<file path="src/rtl/ep_irq_pkg.sv">
// Constants and carrier types for the endpoint interrupt status and clear block
package ep_irq_pkg;
  localparam int          DATA_W         = 32;
  localparam int          EP_BITS        = 32;
  localparam int          LOG_EP_W       = 16;
  localparam int          IDX_W          = 5;
  // Register byte addresses
  localparam logic [31:0] ADDR_STATUS    = 32'hE0090030;
  localparam logic [31:0] ADDR_ENABLE    = 32'hE0090034;
  localparam logic [31:0] ADDR_CLEAR     = 32'hE0090038;
  localparam logic [31:0] ADDR_PRIORITY  = 32'hE0090040;
  localparam logic [31:0] ADDR_CONTROL   = 32'hE0090060;
  localparam logic [31:0] ADDR_CMD_DATA  = 32'hE0090064;
  localparam logic [31:0] ADDR_DIRECT    = 32'hE0090068;
  // Field positions
  localparam int          CTRL_NAK_POS   = 0;
  localparam int          CDATA_FULL_POS = 8;
  // Reset values
  localparam logic [31:0] RESET_WORD     = 32'h00000000;
  localparam logic [7:0]  RESET_BYTE     = 8'h00;
  // Physical bits of the isochronous endpoints 3, 6, 9 and 12
  localparam logic [31:0] ISO_MASK       = 32'h030C30C0;
  // Select endpoint / clear interrupt command base, 0x40 to 0x5F
  localparam logic [7:0]  CMD_SEL_CLR    = 8'h40;
  localparam logic [7:0]  CMD_SEL_CLR_HI = 8'h5F;

  typedef enum logic [1:0] {
    SEQ_IDLE  = 2'b00,
    SEQ_FLUSH = 2'b01,
    SEQ_ISSUE = 2'b10,
    SEQ_WAIT  = 2'b11
  } seq_state_t;

  // Command towards the protocol engine
  typedef struct packed {
    logic       valid;
    logic [7:0] code;
  } pe_cmd_t;

  // Answer from the protocol engine
  typedef struct packed {
    logic       done;
    logic [7:0] data;
  } pe_rsp_t;
endpackage : ep_irq_pkg

</file>
<file path="src/rtl/usb_endpoint_irq_status_clear.sv">
// Endpoint interrupt status, enable, priority and clear sequencer with APB access
// Operation
// - Every non-isochronous endpoint has a receive and a transmit status bit.
// - Isochronous endpoint bit pairs have no interrupt function.
// - Enabled status bits forward into the device interrupt flags; disabled ones do not.
// - A forwarded interrupt sets the fast or the slow endpoint flag.
// - Any enable bit set means the endpoint runs in slave mode.
// - Writing one to a clear bit clears that status bit; zero does nothing.
// - A clear first drops command-data-full, then issues the select/clear command.
// - On completion the status goes to command data and the flag sets.
// - A direct select/clear command also clears the endpoint interrupt.
// - Status and command-data-full are coupled through the clear in one clock domain.
// - Multiple clears run highest endpoint first; lowest endpoint's status remains.
// - Each clear step completes before the next, without waiting for software.
// - The clear register has one bit per physical endpoint, as status.
// - Receive status rises only for an error-free packet.
// - Transmit status from a NAK rises only while NAK interrupts are on.
// - Priority one steers to the fast flag, zero to the slow flag.
//
// Our own choice: the APB register port.
`timescale 1ns/1ns
`default_nettype none
module usb_endpoint_irq_status_clear #(
  parameter logic [31:0] ISO_BITS = ep_irq_pkg::ISO_MASK
) (
  input  wire logic                clock_i,
  input  wire logic                rst_b_i,
  input  wire logic                ce_i,
  input  wire logic                psel_i,
  input  wire logic                penable_i,
  input  wire logic                pwrite_i,
  input  wire logic [31:0]         paddr_i,
  input  wire logic [31:0]         pwdata_i,
  output logic      [31:0]         prdata_o,
  output logic                     pready_o,
  output logic                     pslverr_o,
  input  wire logic [15:0]         endpoint_receive_event_i,
  input  wire logic [15:0]         endpoint_receive_error_i,
  input  wire logic [15:0]         endpoint_transmit_event_i,
  input  wire logic [15:0]         endpoint_nak_event_i,
  output ep_irq_pkg::pe_cmd_t      pe_cmd_o,
  input  wire ep_irq_pkg::pe_rsp_t pe_rsp_i,
  output logic                     fast_endpoint_flag_o,
  output logic                     slow_endpoint_flag_o,
  output logic                     command_data_full_flag_o,
  output logic                     slave_mode_o
);

  // Endpoint 0 carries setup traffic, so its status pair must stay live
  if (ISO_BITS[1:0] != 2'b00)
  begin : g_iso_check
    $error("Control endpoint 0 cannot be isochronous");
  end

  ////////////////////////////////////////////////////////////////////////////////
  // Helpers

  // Highest set bit; the sequencer walks endpoints from the top down
  function automatic logic [4:0] top_index(input logic [31:0] v);
    logic [4:0] idx;
    idx = 5'h00;
    for (int i = 0; i < 32; i++)
    begin
      if (v[i])
      begin
        idx = 5'(i);
      end
    end
    return idx;
  endfunction : top_index

  // Logical endpoint vectors into the RX/TX interleaved physical layout
  function automatic logic [31:0] interleave(input logic [15:0] rx, input logic [15:0] tx);
    logic [31:0] v;
    v = 32'h00000000;
    for (int i = 0; i < 16; i++)
    begin
      v[2*i]   = rx[i];
      v[2*i+1] = tx[i];
    end
    return v;
  endfunction : interleave

  ////////////////////////////////////////////////////////////////////////////////
  // State

  logic [31:0]            endpoint_irq_status;
  logic [31:0]            endpoint_irq_enable;
  logic [31:0]            endpoint_irq_priority;
  logic                   nak_irq_enable;
  logic [31:0]            clear_pending;
  logic [4:0]             seq_index;
  logic [7:0]             command_data;
  ep_irq_pkg::seq_state_t seq_state;

  ////////////////////////////////////////////////////////////////////////////////
  // APB decode: no wait states, read data and answers come from flip-flops loaded in the setup cycle

  wire         apb_setup  = psel_i & ~penable_i;
  wire         apb_done   = psel_i & penable_i & pready_o;
  wire         apb_wr     = apb_done & pwrite_i & ~pslverr_o;
  wire         hit_status = (paddr_i == ep_irq_pkg::ADDR_STATUS);
  wire         hit_enable = (paddr_i == ep_irq_pkg::ADDR_ENABLE);
  wire         hit_clear  = (paddr_i == ep_irq_pkg::ADDR_CLEAR);
  wire         hit_prio   = (paddr_i == ep_irq_pkg::ADDR_PRIORITY);
  wire         hit_ctrl   = (paddr_i == ep_irq_pkg::ADDR_CONTROL);
  wire         hit_cdata  = (paddr_i == ep_irq_pkg::ADDR_CMD_DATA);
  wire         hit_direct = (paddr_i == ep_irq_pkg::ADDR_DIRECT);
  // Status and command data are read-only, clear and direct are write-only
  wire         rd_ok      = hit_status | hit_enable | hit_prio | hit_ctrl | hit_cdata;
  wire         wr_ok      = hit_enable | hit_clear | hit_prio | hit_ctrl | hit_direct;
  wire         bad_access = pwrite_i ? ~wr_ok : ~rd_ok;
  wire [31:0]  read_mux   =
      hit_status ? endpoint_irq_status :
      hit_enable ? endpoint_irq_enable :
      hit_prio   ? endpoint_irq_priority :
      hit_ctrl   ? {31'h00000000, nak_irq_enable} :
      hit_cdata  ? {23'h000000, command_data_full_flag_o, command_data} :
                   ep_irq_pkg::RESET_WORD;

  always_ff @(posedge clock_i)
  begin
    if (!rst_b_i)
    begin
      pready_o  <= 1'b0;
      pslverr_o <= 1'b0;
      prdata_o  <= ep_irq_pkg::RESET_WORD;
    end
    else if (ce_i)
    begin
      pready_o  <= apb_setup;
      pslverr_o <= apb_setup & bad_access;
      prdata_o  <= (apb_setup & ~pwrite_i & ~bad_access) ? read_mux : ep_irq_pkg::RESET_WORD;
    end
  end

  ////////////////////////////////////////////////////////////////////////////////
  // Software registers

  wire [31:0] clear_write  = (apb_wr & hit_clear) ? pwdata_i : 32'h00000000;
  wire [31:0] direct_write = (apb_wr & hit_direct) ? (32'h00000001 << pwdata_i[4:0])
                                                   : 32'h00000000;

  always_ff @(posedge clock_i)
  begin
    if (!rst_b_i)
    begin
      endpoint_irq_enable   <= ep_irq_pkg::RESET_WORD;
      endpoint_irq_priority <= ep_irq_pkg::RESET_WORD;
      nak_irq_enable        <= 1'b0;
    end
    else if (ce_i)
    begin
      if (apb_wr & hit_enable)
      begin
        endpoint_irq_enable <= pwdata_i;
      end
      if (apb_wr & hit_prio)
      begin
        endpoint_irq_priority <= pwdata_i;
      end
      if (apb_wr & hit_ctrl)
      begin
        nak_irq_enable <= pwdata_i[ep_irq_pkg::CTRL_NAK_POS];
      end
    end
  end

  ////////////////////////////////////////////////////////////////////////////////
  // Endpoint status: sticky, set wins over clear

  wire [31:0] rx_ok     = interleave(endpoint_receive_event_i & ~endpoint_receive_error_i,
                                     16'h0000);
  wire [31:0] tx_ok     = interleave(16'h0000, endpoint_transmit_event_i |
                                     (endpoint_nak_event_i & {16{nak_irq_enable}}));
  // Isochronous pairs are held at zero, they follow the frame interrupt instead
  wire [31:0] set_bits  = (rx_ok | tx_ok) & ~ISO_BITS;
  wire [31:0] clr_bits  = clear_write | direct_write;

  always_ff @(posedge clock_i)
  begin
    if (!rst_b_i)
    begin
      endpoint_irq_status <= ep_irq_pkg::RESET_WORD;
    end
    else if (ce_i)
    begin
      endpoint_irq_status <= (endpoint_irq_status & ~clr_bits) | set_bits;
    end
  end

  ////////////////////////////////////////////////////////////////////////////////
  // Forwarding into the device-level flags

  wire [31:0] forwarded = endpoint_irq_status & endpoint_irq_enable;
  wire        fast_hit  = |(forwarded & endpoint_irq_priority);
  wire        slow_hit  = |(forwarded & ~endpoint_irq_priority);

  always_ff @(posedge clock_i)
  begin
    if (!rst_b_i)
    begin
      fast_endpoint_flag_o <= 1'b0;
      slow_endpoint_flag_o <= 1'b0;
      slave_mode_o         <= 1'b0;
    end
    else if (ce_i)
    begin
      fast_endpoint_flag_o <= fast_hit;
      slow_endpoint_flag_o <= slow_hit;
      slave_mode_o         <= |endpoint_irq_enable;
    end
  end

  ////////////////////////////////////////////////////////////////////////////////
  // Clear sequencer towards the protocol engine

  wire       seq_start = (seq_state == ep_irq_pkg::SEQ_IDLE) & (|clear_pending);
  wire       seq_end   = (seq_state == ep_irq_pkg::SEQ_WAIT) & pe_rsp_i.done;
  wire [4:0] next_index = top_index(clear_pending);
  ep_irq_pkg::seq_state_t next_state;

  always_comb
  begin
    next_state = seq_state;
    unique case (seq_state)
      ep_irq_pkg::SEQ_IDLE:  next_state = seq_start ? ep_irq_pkg::SEQ_FLUSH : seq_state;
      ep_irq_pkg::SEQ_FLUSH: next_state = ep_irq_pkg::SEQ_ISSUE;
      ep_irq_pkg::SEQ_ISSUE: next_state = ep_irq_pkg::SEQ_WAIT;
      ep_irq_pkg::SEQ_WAIT:  next_state = pe_rsp_i.done ? ep_irq_pkg::SEQ_IDLE : seq_state;
    endcase
  end

  // A clear written mid-sequence joins the queue; the finished bit drops unless rewritten
  wire [31:0] done_bit = seq_end ? (32'h00000001 << seq_index) : 32'h00000000;

  always_ff @(posedge clock_i)
  begin
    if (!rst_b_i)
    begin
      seq_state                <= ep_irq_pkg::SEQ_IDLE;
      clear_pending            <= ep_irq_pkg::RESET_WORD;
      seq_index                <= 5'h00;
      command_data             <= ep_irq_pkg::RESET_BYTE;
      command_data_full_flag_o <= 1'b0;
      pe_cmd_o                 <= '0;
    end
    else if (ce_i)
    begin
      seq_state     <= next_state;
      clear_pending <= (clear_pending & ~done_bit) | clr_bits;
      pe_cmd_o.valid <= (seq_state == ep_irq_pkg::SEQ_FLUSH);
      if (seq_start)
      begin
        seq_index                <= next_index;
        command_data_full_flag_o <= 1'b0;
      end
      if (seq_state == ep_irq_pkg::SEQ_FLUSH)
      begin
        pe_cmd_o.code <= ep_irq_pkg::CMD_SEL_CLR | {3'b000, seq_index};
      end
      if (seq_end)
      begin
        command_data             <= pe_rsp_i.data;
        command_data_full_flag_o <= 1'b1;
      end
    end
  end
endmodule : usb_endpoint_irq_status_clear
`default_nettype wire

</file>
<file path="config.mk">
export PLATFORM = sky130hd
export DESIGN_NAME = usb_endpoint_irq_status_clear
export DESIGN_NICKNAME = d
export VERILOG_FILES = /design/src/rtl/ep_irq_pkg.sv /design/src/rtl/usb_endpoint_irq_status_clear.sv
export SDC_FILE = /design/constraint.sdc
export NUM_CORES = 1
export LEC_CHECK = 0
export ABC_AREA = 0
export BUFFER_PORTS_ARGS = -buffer_cell sky130_fd_sc_hd__buf_4
export CAP_MARGIN = 20
export CORE_ASPECT_RATIO = 0.5
export CORE_MARGIN = 1.5
export CORE_UTILIZATION = 40
export CTS_CLUSTER_DIAMETER = 60
export CTS_CLUSTER_SIZE = 24
export DETAILED_ROUTE_END_ITERATION = 10
export SLEW_MARGIN = 0
export SYNTH_ARGS = -nofsm -noshare
export SYNTH_HDL_FRONTEND = slang
export SYNTH_SLANG_ARGS = --single-unit
</file>
<file path="constraint.sdc">
create_clock -name clock_i -period 3.9 [get_ports clock_i]
set_clock_uncertainty 0.1 [all_clocks]
set_input_delay 0.39 -clock clock_i [delete_from_list [all_inputs] [get_ports clock_i]]
set_output_delay 0.39 -clock clock_i [all_outputs]
set_load 0.02 [all_outputs]
</file>
==> summary.md, run 1 <==
| Metric | Value |
|---|---|
| FFs w/ async S/R, synth | `0` |
| Register bit total from synthesis | `189` |
| Number of buffers added to fix hold violations after cts | `0` |
| Routed wire length | `36040 um` |
| Clk Tree Root Cell | `clkbuf_16` |
| I/O pins | `190` |
| Startpoint-to-endpoint class of the critical path | `primary input to flop` |
| Most frequent standard cell in the layout excluding fill and tap cells | `dfxtp_1` |
| Number of violations reported at the end of detailed-routing iteration 0 | `1333` |
| Routability-driven placement congestion ratio | `0.9920` |
| Required arrival time at the worst endpoint | `4.11 ns` |
| Kind of path behind the tightest hold check | `primary input to flop` |
| Area delta synth->final | `23.01%` |
| Crit path DAT | `2.55 ns` |
| Remaining max-slew budget at the tightest pin | `0.4710` |
| Unrepaired setup endpoints after global routing | `false` |
| Chip height | `110.0 um` |
| Worst hold-check slack | `0.03806 ns` |
| Number of synthesized flops with an enable pin | `0` |
| Number of nets with antenna violations after detailed routing | `0` |
| Multiplexer fraction of the synthesized cell area | `0.001093` |
| Netlist area before placement | `9158 sq um` |
| Die span in x | `217.0 um` |
| Total Negative Setup Slacks | `0 ns` |
| Grt ovf | `0` |
| Number of resized instances in the post-cts repair step | `0` |
| Post-Synthesis Mean Instance Area | `7.984 sq um` |
| TritonRoute pass-1 iters | `6` |
| Critical Path Fanout Max | `29` |
| Final design utilization | `0.5106` |
| Effective utilization at floorplan | `0.4151` |
| Count of inserted antenna diode cells | `0` |
| Power Dens Cells | `369.1 nW/um^2` |
| Die Outline Area | `23870 sq um` |
| Library cells used by synthesis | `64` |
| Sum of internal, switching and leakage power | `0.004157 W` |
| Synth Area in Compound Gates | `0.2828` |
| Standby leakage power | `4.048 nW` |
| Maximum count of clock buffers along a single path | `2` |
| Maximum number of pins on one net before global-route repair | `69` |
| Max rail drop VDD | `250.1 uV` |
| Final Hold Vio Count | `0` |
| Ranking of synthesized cells by area | `dfxtp_1, nand2_1, nand3_1` |
| Library cell occupying the most area in the post-synthesis netlist | `dfxtp_1` |
| Area share of the largest cell type after synthesis | `0.4132` |
| Number of max-capacitance violations reported | `0` |
| Inserted Clock Buffers | `17` |
| Number of global-route vias before repair | `8719` |
| Worst-Margin Slew | `0.7926 ns` |
| Global-route wire length before repair | `52980 um` |
| CTS clk-pin slew, worst paths | `0.07 ns` |
| Remaining routing DRC violations | `0` |
| Clock insertion delay at the later pin of the skew report | `0.45 ns` |
| Sum of net half-perimeters after detailed placement | `27390 um` |
| Std-Cell Rows | `38` |
| Area of all placed cells without fillers | `11260 sq um` |
| Vias per cell | `6.087` |
| Minimum clock period | `2.349 ns` |
| Largest family of logic cells by synthesized area | `compound AO/OA/AOI/OAI gates` |
| Simple-Gate Fraction of Synth Area | `0.2507` |
| Final nets | `1417` |
| Maximum frequency from static timing analysis | `425.7 MHz` |
| Type of element launching the critical path | `primary input` |
| Leading cell types in the layout, fill and taps excluded | `dfxtp_1, buf_4, nand2_1, nand3_1, a21oi_1` |
| TritonCTS clock tree | `done` |
| Final Setup Violations | `0` |
| Clk sink count | `189` |
| Final count of pins violating max slew | `0` |
| Core Footprint | `22060 sq um` |
| Adder-cell share of the synthesized area | `0.005465` |
| Setup bufs post-CTS | `0` |
| Overall fraction of global-route tracks in use | `0.3019` |
| Fraction of layout instances using a drive strength above 1 | `0.1839` |
| Post-Syn Instances | `1147` |
| Total number of yosys warnings | `0` |
| Vias | `9635` |
| Initial antenna violation count | `0` |
| Type of destination of the critical path | `flop` |
| Max H-tree Level | `4` |
| Sequential element share of the synthesized area | `0.4132` |
| Synth Area in XOR/XNOR | `0` |
| Prevailing post-synth register cell | `dfxtp_1` |
| Number of input and output port buffers inserted | `171` |
| Result of the run | `finished clean` |
| Area post-placement | `10640 sq um` |
| Wire length per cell | `22.76 um` |
| Final critical-path share of the clock period | `0.6023` |
-- metal layers --
metal / vias up / wire length [um] / GRT usage / share of wire
li1: 4535 / - / - / -
met1: 4607 / 16980 / 0.4355 / 0.47
met2: 450 / 14920 / 0.4427 / 0.41
met3: 43 / 3534 / 0.07984 / 0.098
met4: 0 / 601 / 0.07887 / 0.017
met5: - / 0 / 0 / 0
-- state kept, by name, indices dropped and copies added (netlist names) --
| signal | count |
|---|---|
| clear_pending | 32 |
| endpoint_irq_enable | 32 |
| endpoint_irq_priority | 32 |
| endpoint_irq_status | 32 |
| prdata_o | 32 |
| command_data | 8 |
| pe_cmd_o | 7 |
| seq_index | 5 |
| seq_state | 2 |
| command_data_full_flag_o | 1 |
| fast_endpoint_flag_o | 1 |
| nak_irq_enable | 1 |
| pready_o | 1 |
| pslverr_o | 1 |
| slave_mode_o | 1 |
| slow_endpoint_flag_o | 1 |
-- kinds of logic (layout without fill, tap and decap cells) --
family | after synthesis | in the layout
simple gates | 463 | 463
other cells | 1 | 2
compound gates | 388 | 388
flops | 189 | 189
buf+inv | 101 | 236
mux | 1 | 1
fa+ha+maj | 4 | 4
-- stage by stage --
step	setup WS, ns	instances
3_3_place_gp	1.136	1551
5_1_grt	1.412	1583
6_report	1.551	1583
4_1_cts	1.600	1583
2_1_floorplan	1.770	1148
3_5_place_dp	1.135	1551
-- path summary, 6_finish.rpt --
path | start | endpoint | slack, ns | depth (start not counted)
setup / recovery | paddr_i[7] | endpoint_irq_status[31] | 1.55 | 7
setup reg to reg | pslverr_o | endpoint_irq_status[22] | 1.62 | 5
hold reg to reg | pe_cmd_o[0] | pe_cmd_o[0] | 0.36 | 2
hold / removal | endpoint_receive_error_i[4] | endpoint_irq_status[8] | 0.04 | 2
-- synthesized netlist by cell type, types with 3 or more instances --
cell        n
dfxtp_1   189
nand2_1   160
nand3_1   114
a21oi_1    74
nor2_1     60
o21ai_0    52
clkbuf_1   51
o21ai_1    41
a22o_1     40
o21a_1     35
a22oi_1    34
o22ai_1    27
a32oi_1    23
nor3_1     20
nor4_1     19
buf_1      16
buf_2      15
nand2b_1   15
nor2b_1    15
inv_1      14
nand4_1    13
a31oi_1     8
and3_1      7
or4_1       7
a32o_1      6
o211ai_1    6
o31a_1      6
a311oi_1    5
o311ai_0    5
o32ai_1     5
ha_1        4
nor4b_1     4
a211oi_1    3
and2_1      3
and3b_1     3
buf_4       3
nand3b_1    3
nor4_2      3
o31ai_1     3
or3_1       3
-- power by group --
part | internal [W] | leakage, nW | total (W) | switching, W
Combinational | 0.000125 | 2.21 | 0.000291 | 0.000165
Sequential | 0.00195 | 1.53 | 0.00199 | 0.0000387
Clock | 0.00104 | 0.307 | 0.00188 | 0.000844
Total | 0.00311 | 4.05 | 0.00416 | 0.00105
-- layout make-up --
| type | count | area, sq um |
|---|---|---|
| fill | 2153 | 10800 |
| multi-input combinational | 858 | 4976 |
| sequential | 189 | 3784 |
| timing repair buffer | 190 | 1451 |
| clock buffer | 18 | 429.2 |
| tap | 300 | 375.4 |
| clock inverter | 14 | 196.4 |
| inverter | 14 | 52.55 |
-- worst max-delay path: stages --
cell and delay [ns]:
buf_4 0.11, nor4b_1 0.32, nand4_1 0.13, buf_4 0.18
or4_4 0.73, nor3_1 0.52, o22ai_1 0.16
Note: power is estimated with default switching activity, not from simulation.
==> run 2, diff against run 1 <==
clock period = 2.2 ns   (was 3.9 ns; I/O delays follow)
==> run 2 against run 1 <==
Against the previous run: flip-flop and latch count did not move; cell count rose by 7.6%; wire length rose by 8.2%; critical path type is now flop to flop; utilization rose by 4.9 points; worst hold slack got worse by 0.0092 ns; critical endpoint is now seq_index[0]; total power rose by 73%; largest power group unchanged; critical path depth fell by 2; global-route usage rose by 2.8 points.
==> summary.md, run 2 (synthesis results as in run 1) <==
| Metric | Value |
|---|---|
| WHS Path Cells | `3 (+1)` |
| Maximum frequency from static timing analysis | `485.4 MHz` |
| Remaining max-slew budget at the tightest pin | `0.5423 (+0.07132)` |
| Std-Cell Rows | `38 (unchanged)` |
| Number of max-capacitance violations reported | `0 (unchanged)` |
| Type of element launching the critical path | `flop` |
| Maximum number of pins on one net before global-route repair | `65 (-5.8%)` |
| Most frequent standard cell in the layout excluding fill and tap cells | `buf_4` |
| Result of the run | `finished clean` |
| Routability-driven placement congestion ratio | `0.9747 (-1.7%)` |
| Number of cell instances on the worst register-to-register path | `5 (unchanged)` |
| Final critical-path share of the clock period | `0.9364` |
| Core Footprint | `22060 sq um (unchanged)` |
| Final design utilization | `0.5600 (+0.04940)` |
| Minimum clock period | `2.060 ns` |
| Die span in x | `217.0 um (unchanged)` |
| Number of input and output port buffers inserted | `171 (unchanged)` |
| Chip height | `110.0 um (unchanged)` |
| Count of inserted antenna diode cells | `0 (unchanged)` |
| Hold Path Sink | `endpoint_irq_status[26]` |
| Max H-tree Level | `4 (unchanged)` |
| Die Outline Area | `23870 sq um (unchanged)` |
| I/O pins | `190 (unchanged)` |
| Pre-CTS setup slack | `-0.1465 ns (-1.282 ns)` |
| TritonCTS clock tree | `done` |
| Unrepaired setup endpoints after global routing | `false` |
| Grt ovf | `0 (unchanged)` |
| Number of violations reported at the end of detailed-routing iteration 0 | `1412 (+5.9%)` |
| Clk Tree Root Cell | `clkbuf_16` |
| Final Setup Violations | `0 (unchanged)` |
| Vias | `10260 (+6.4%)` |
| Number of global-route vias before repair | `9522 (+9.2%)` |
| Reg2reg start | `clear_pending[21]` |
| Sum of net half-perimeters after detailed placement | `29070 um (+6.1%)` |
| Final count of pins violating max slew | `0 (unchanged)` |
| Initial antenna violation count | `1 (+1)` |
| Area of all placed cells without fillers | `12350 sq um (+9.7%)` |
| Global-route wire length before repair | `57990 um (+9.5%)` |
| Critical Path Fanout Max | `9 (-69%)` |
| Effective utilization at floorplan | `0.4151 (unchanged)` |
| Startpoint of the most critical hold path | `endpoint_receive_error_i[13]` |
| Crit path DAT | `2.30 ns (-0.25 ns)` |
| Worst hold-check slack | `0.02884 ns (-0.009220 ns)` |
| Kind of path behind the tightest hold check | `primary input to flop` |
| Clk sink count | `189 (unchanged)` |
| Required arrival time at the worst endpoint | `2.44 ns (-1.67 ns)` |
| Vias per cell | `6.019 (-1.1%)` |
| Leading cell types in the layout, fill and taps excluded | `buf_4, dfxtp_1, nand2_1, nand3_1, a21oi_1` |
| Remaining routing DRC violations | `0 (unchanged)` |
| Register-to-register setup slack | `0.14 ns (-1.48 ns)` |
| Routed wire length | `38990 um (+8.2%)` |
| Wire length per cell | `22.88 um (+0.51%)` |
| Clock insertion delay at the later pin of the skew report | `0.46 ns (about the same)` |
| Worst-Margin Slew | `0.6856 ns (-0.1071 ns)` |
| Maximum count of clock buffers along a single path | `2 (unchanged)` |
| Setup bufs post-CTS | `0 (unchanged)` |
| Power Dens Cells | `582.3 nW/um^2 (+58%)` |
| Area post-placement | `11150 sq um (+4.8%)` |
| R2r endpoint | `seq_index[0]` |
| Worst setup slack after layout | `0.1398 ns (-1.411 ns)` |
| Inserted Clock Buffers | `17 (unchanged)` |
| Number of nets with antenna violations after detailed routing | `0 (unchanged)` |
| Final Hold Vio Count | `0 (unchanged)` |
| Overall fraction of global-route tracks in use | `0.3295 (+0.02765)` |
| Final nets | `1538 (+8.5%)` |
| Startpoint-to-endpoint class of the critical path | `flop to flop` |
| Total Negative Setup Slacks | `0 ns (unchanged)` |
| Standby leakage power | `4.600 nW (+14%)` |
| CTS clk-pin slew, worst paths | `0.07 ns (about the same)` |
| Area delta synth->final | `34.91%` |
| Type of destination of the critical path | `flop` |
| Fraction of layout instances using a drive strength above 1 | `0.2080 (+0.02403)` |
| Max rail drop VDD | `505.1 uV (+100%)` |
| TritonRoute pass-1 iters | `7 (+1)` |
-- run 2: area by class of cell --
cell class	count	area [sq um]
fillers	2105	9707
multi-input cells	858	4980
flip-flops and latches	189	3784
repair buffers	311	2610
clock buffers	22	474.2
well taps	300	375.4
clock inverters	10	78.83
inverters	14	52.55
-- run 2: power breakdown --
| group | switching, W | leakage [nW] | internal (W) |
|---|---|---|---|
| logic | 0.000334 | 2.80 | 0.000320 |
| registers | 0.0000675 | 1.53 | 0.00345 |
| clock network | 0.00146 | 0.278 | 0.00156 |
-- run 2: through the flow --
| step | power, W | std cells |
|---|---|---|
| after floorplan | 0.003764 | 1148 |
| after global placement | 0.004125 | 1607 |
| after detailed placement | 0.004130 | 1607 |
| after CTS | 0.007176 | 1704 |
| after global routing | 0.007391 | 1704 |
| final | 0.007193 | 1704 |
-- run 2: worst max path at each step --
stage / startpoint / endpoint / cells after the start
floorplan: pready_o / endpoint_irq_status[0] / 5
global route: clear_pending[21] / seq_index[3] / 4
global placement: paddr_i[7] / endpoint_irq_status[16] / 6
detailed placement: paddr_i[22] / endpoint_irq_status[15] / 6
finish: clear_pending[21] / seq_index[0] / 5
CTS: clear_pending[21] / seq_index[0] / 5
-- run 2: worst max-delay path: stages (launching register included) --
cell     delay, ns
dfxtp_1       0.33
or4_1         0.61
nor4_2        0.41
a21oi_2       0.20
mux2i_1       0.19
o22ai_1       0.10
-- run 2: layer usage --
layer / GRT usage / wire [um] / up-vias
li1: - / - / 4783
met1: 0.4724 / 17690 / 4875
met2: 0.4849 / 16310 / 554
met3: 0.09794 / 4498 / 42
met4: 0.07192 / 474 / 2
met5: 0 / 13 / -
-- run 2: timing repair --
action | in CTS | in global routing
endpoints found under the hold margin | 64 | 0
endpoints found under the setup margin | 0 | 5
resized for setup | 0 | 1
hold buffers | 65 | 0
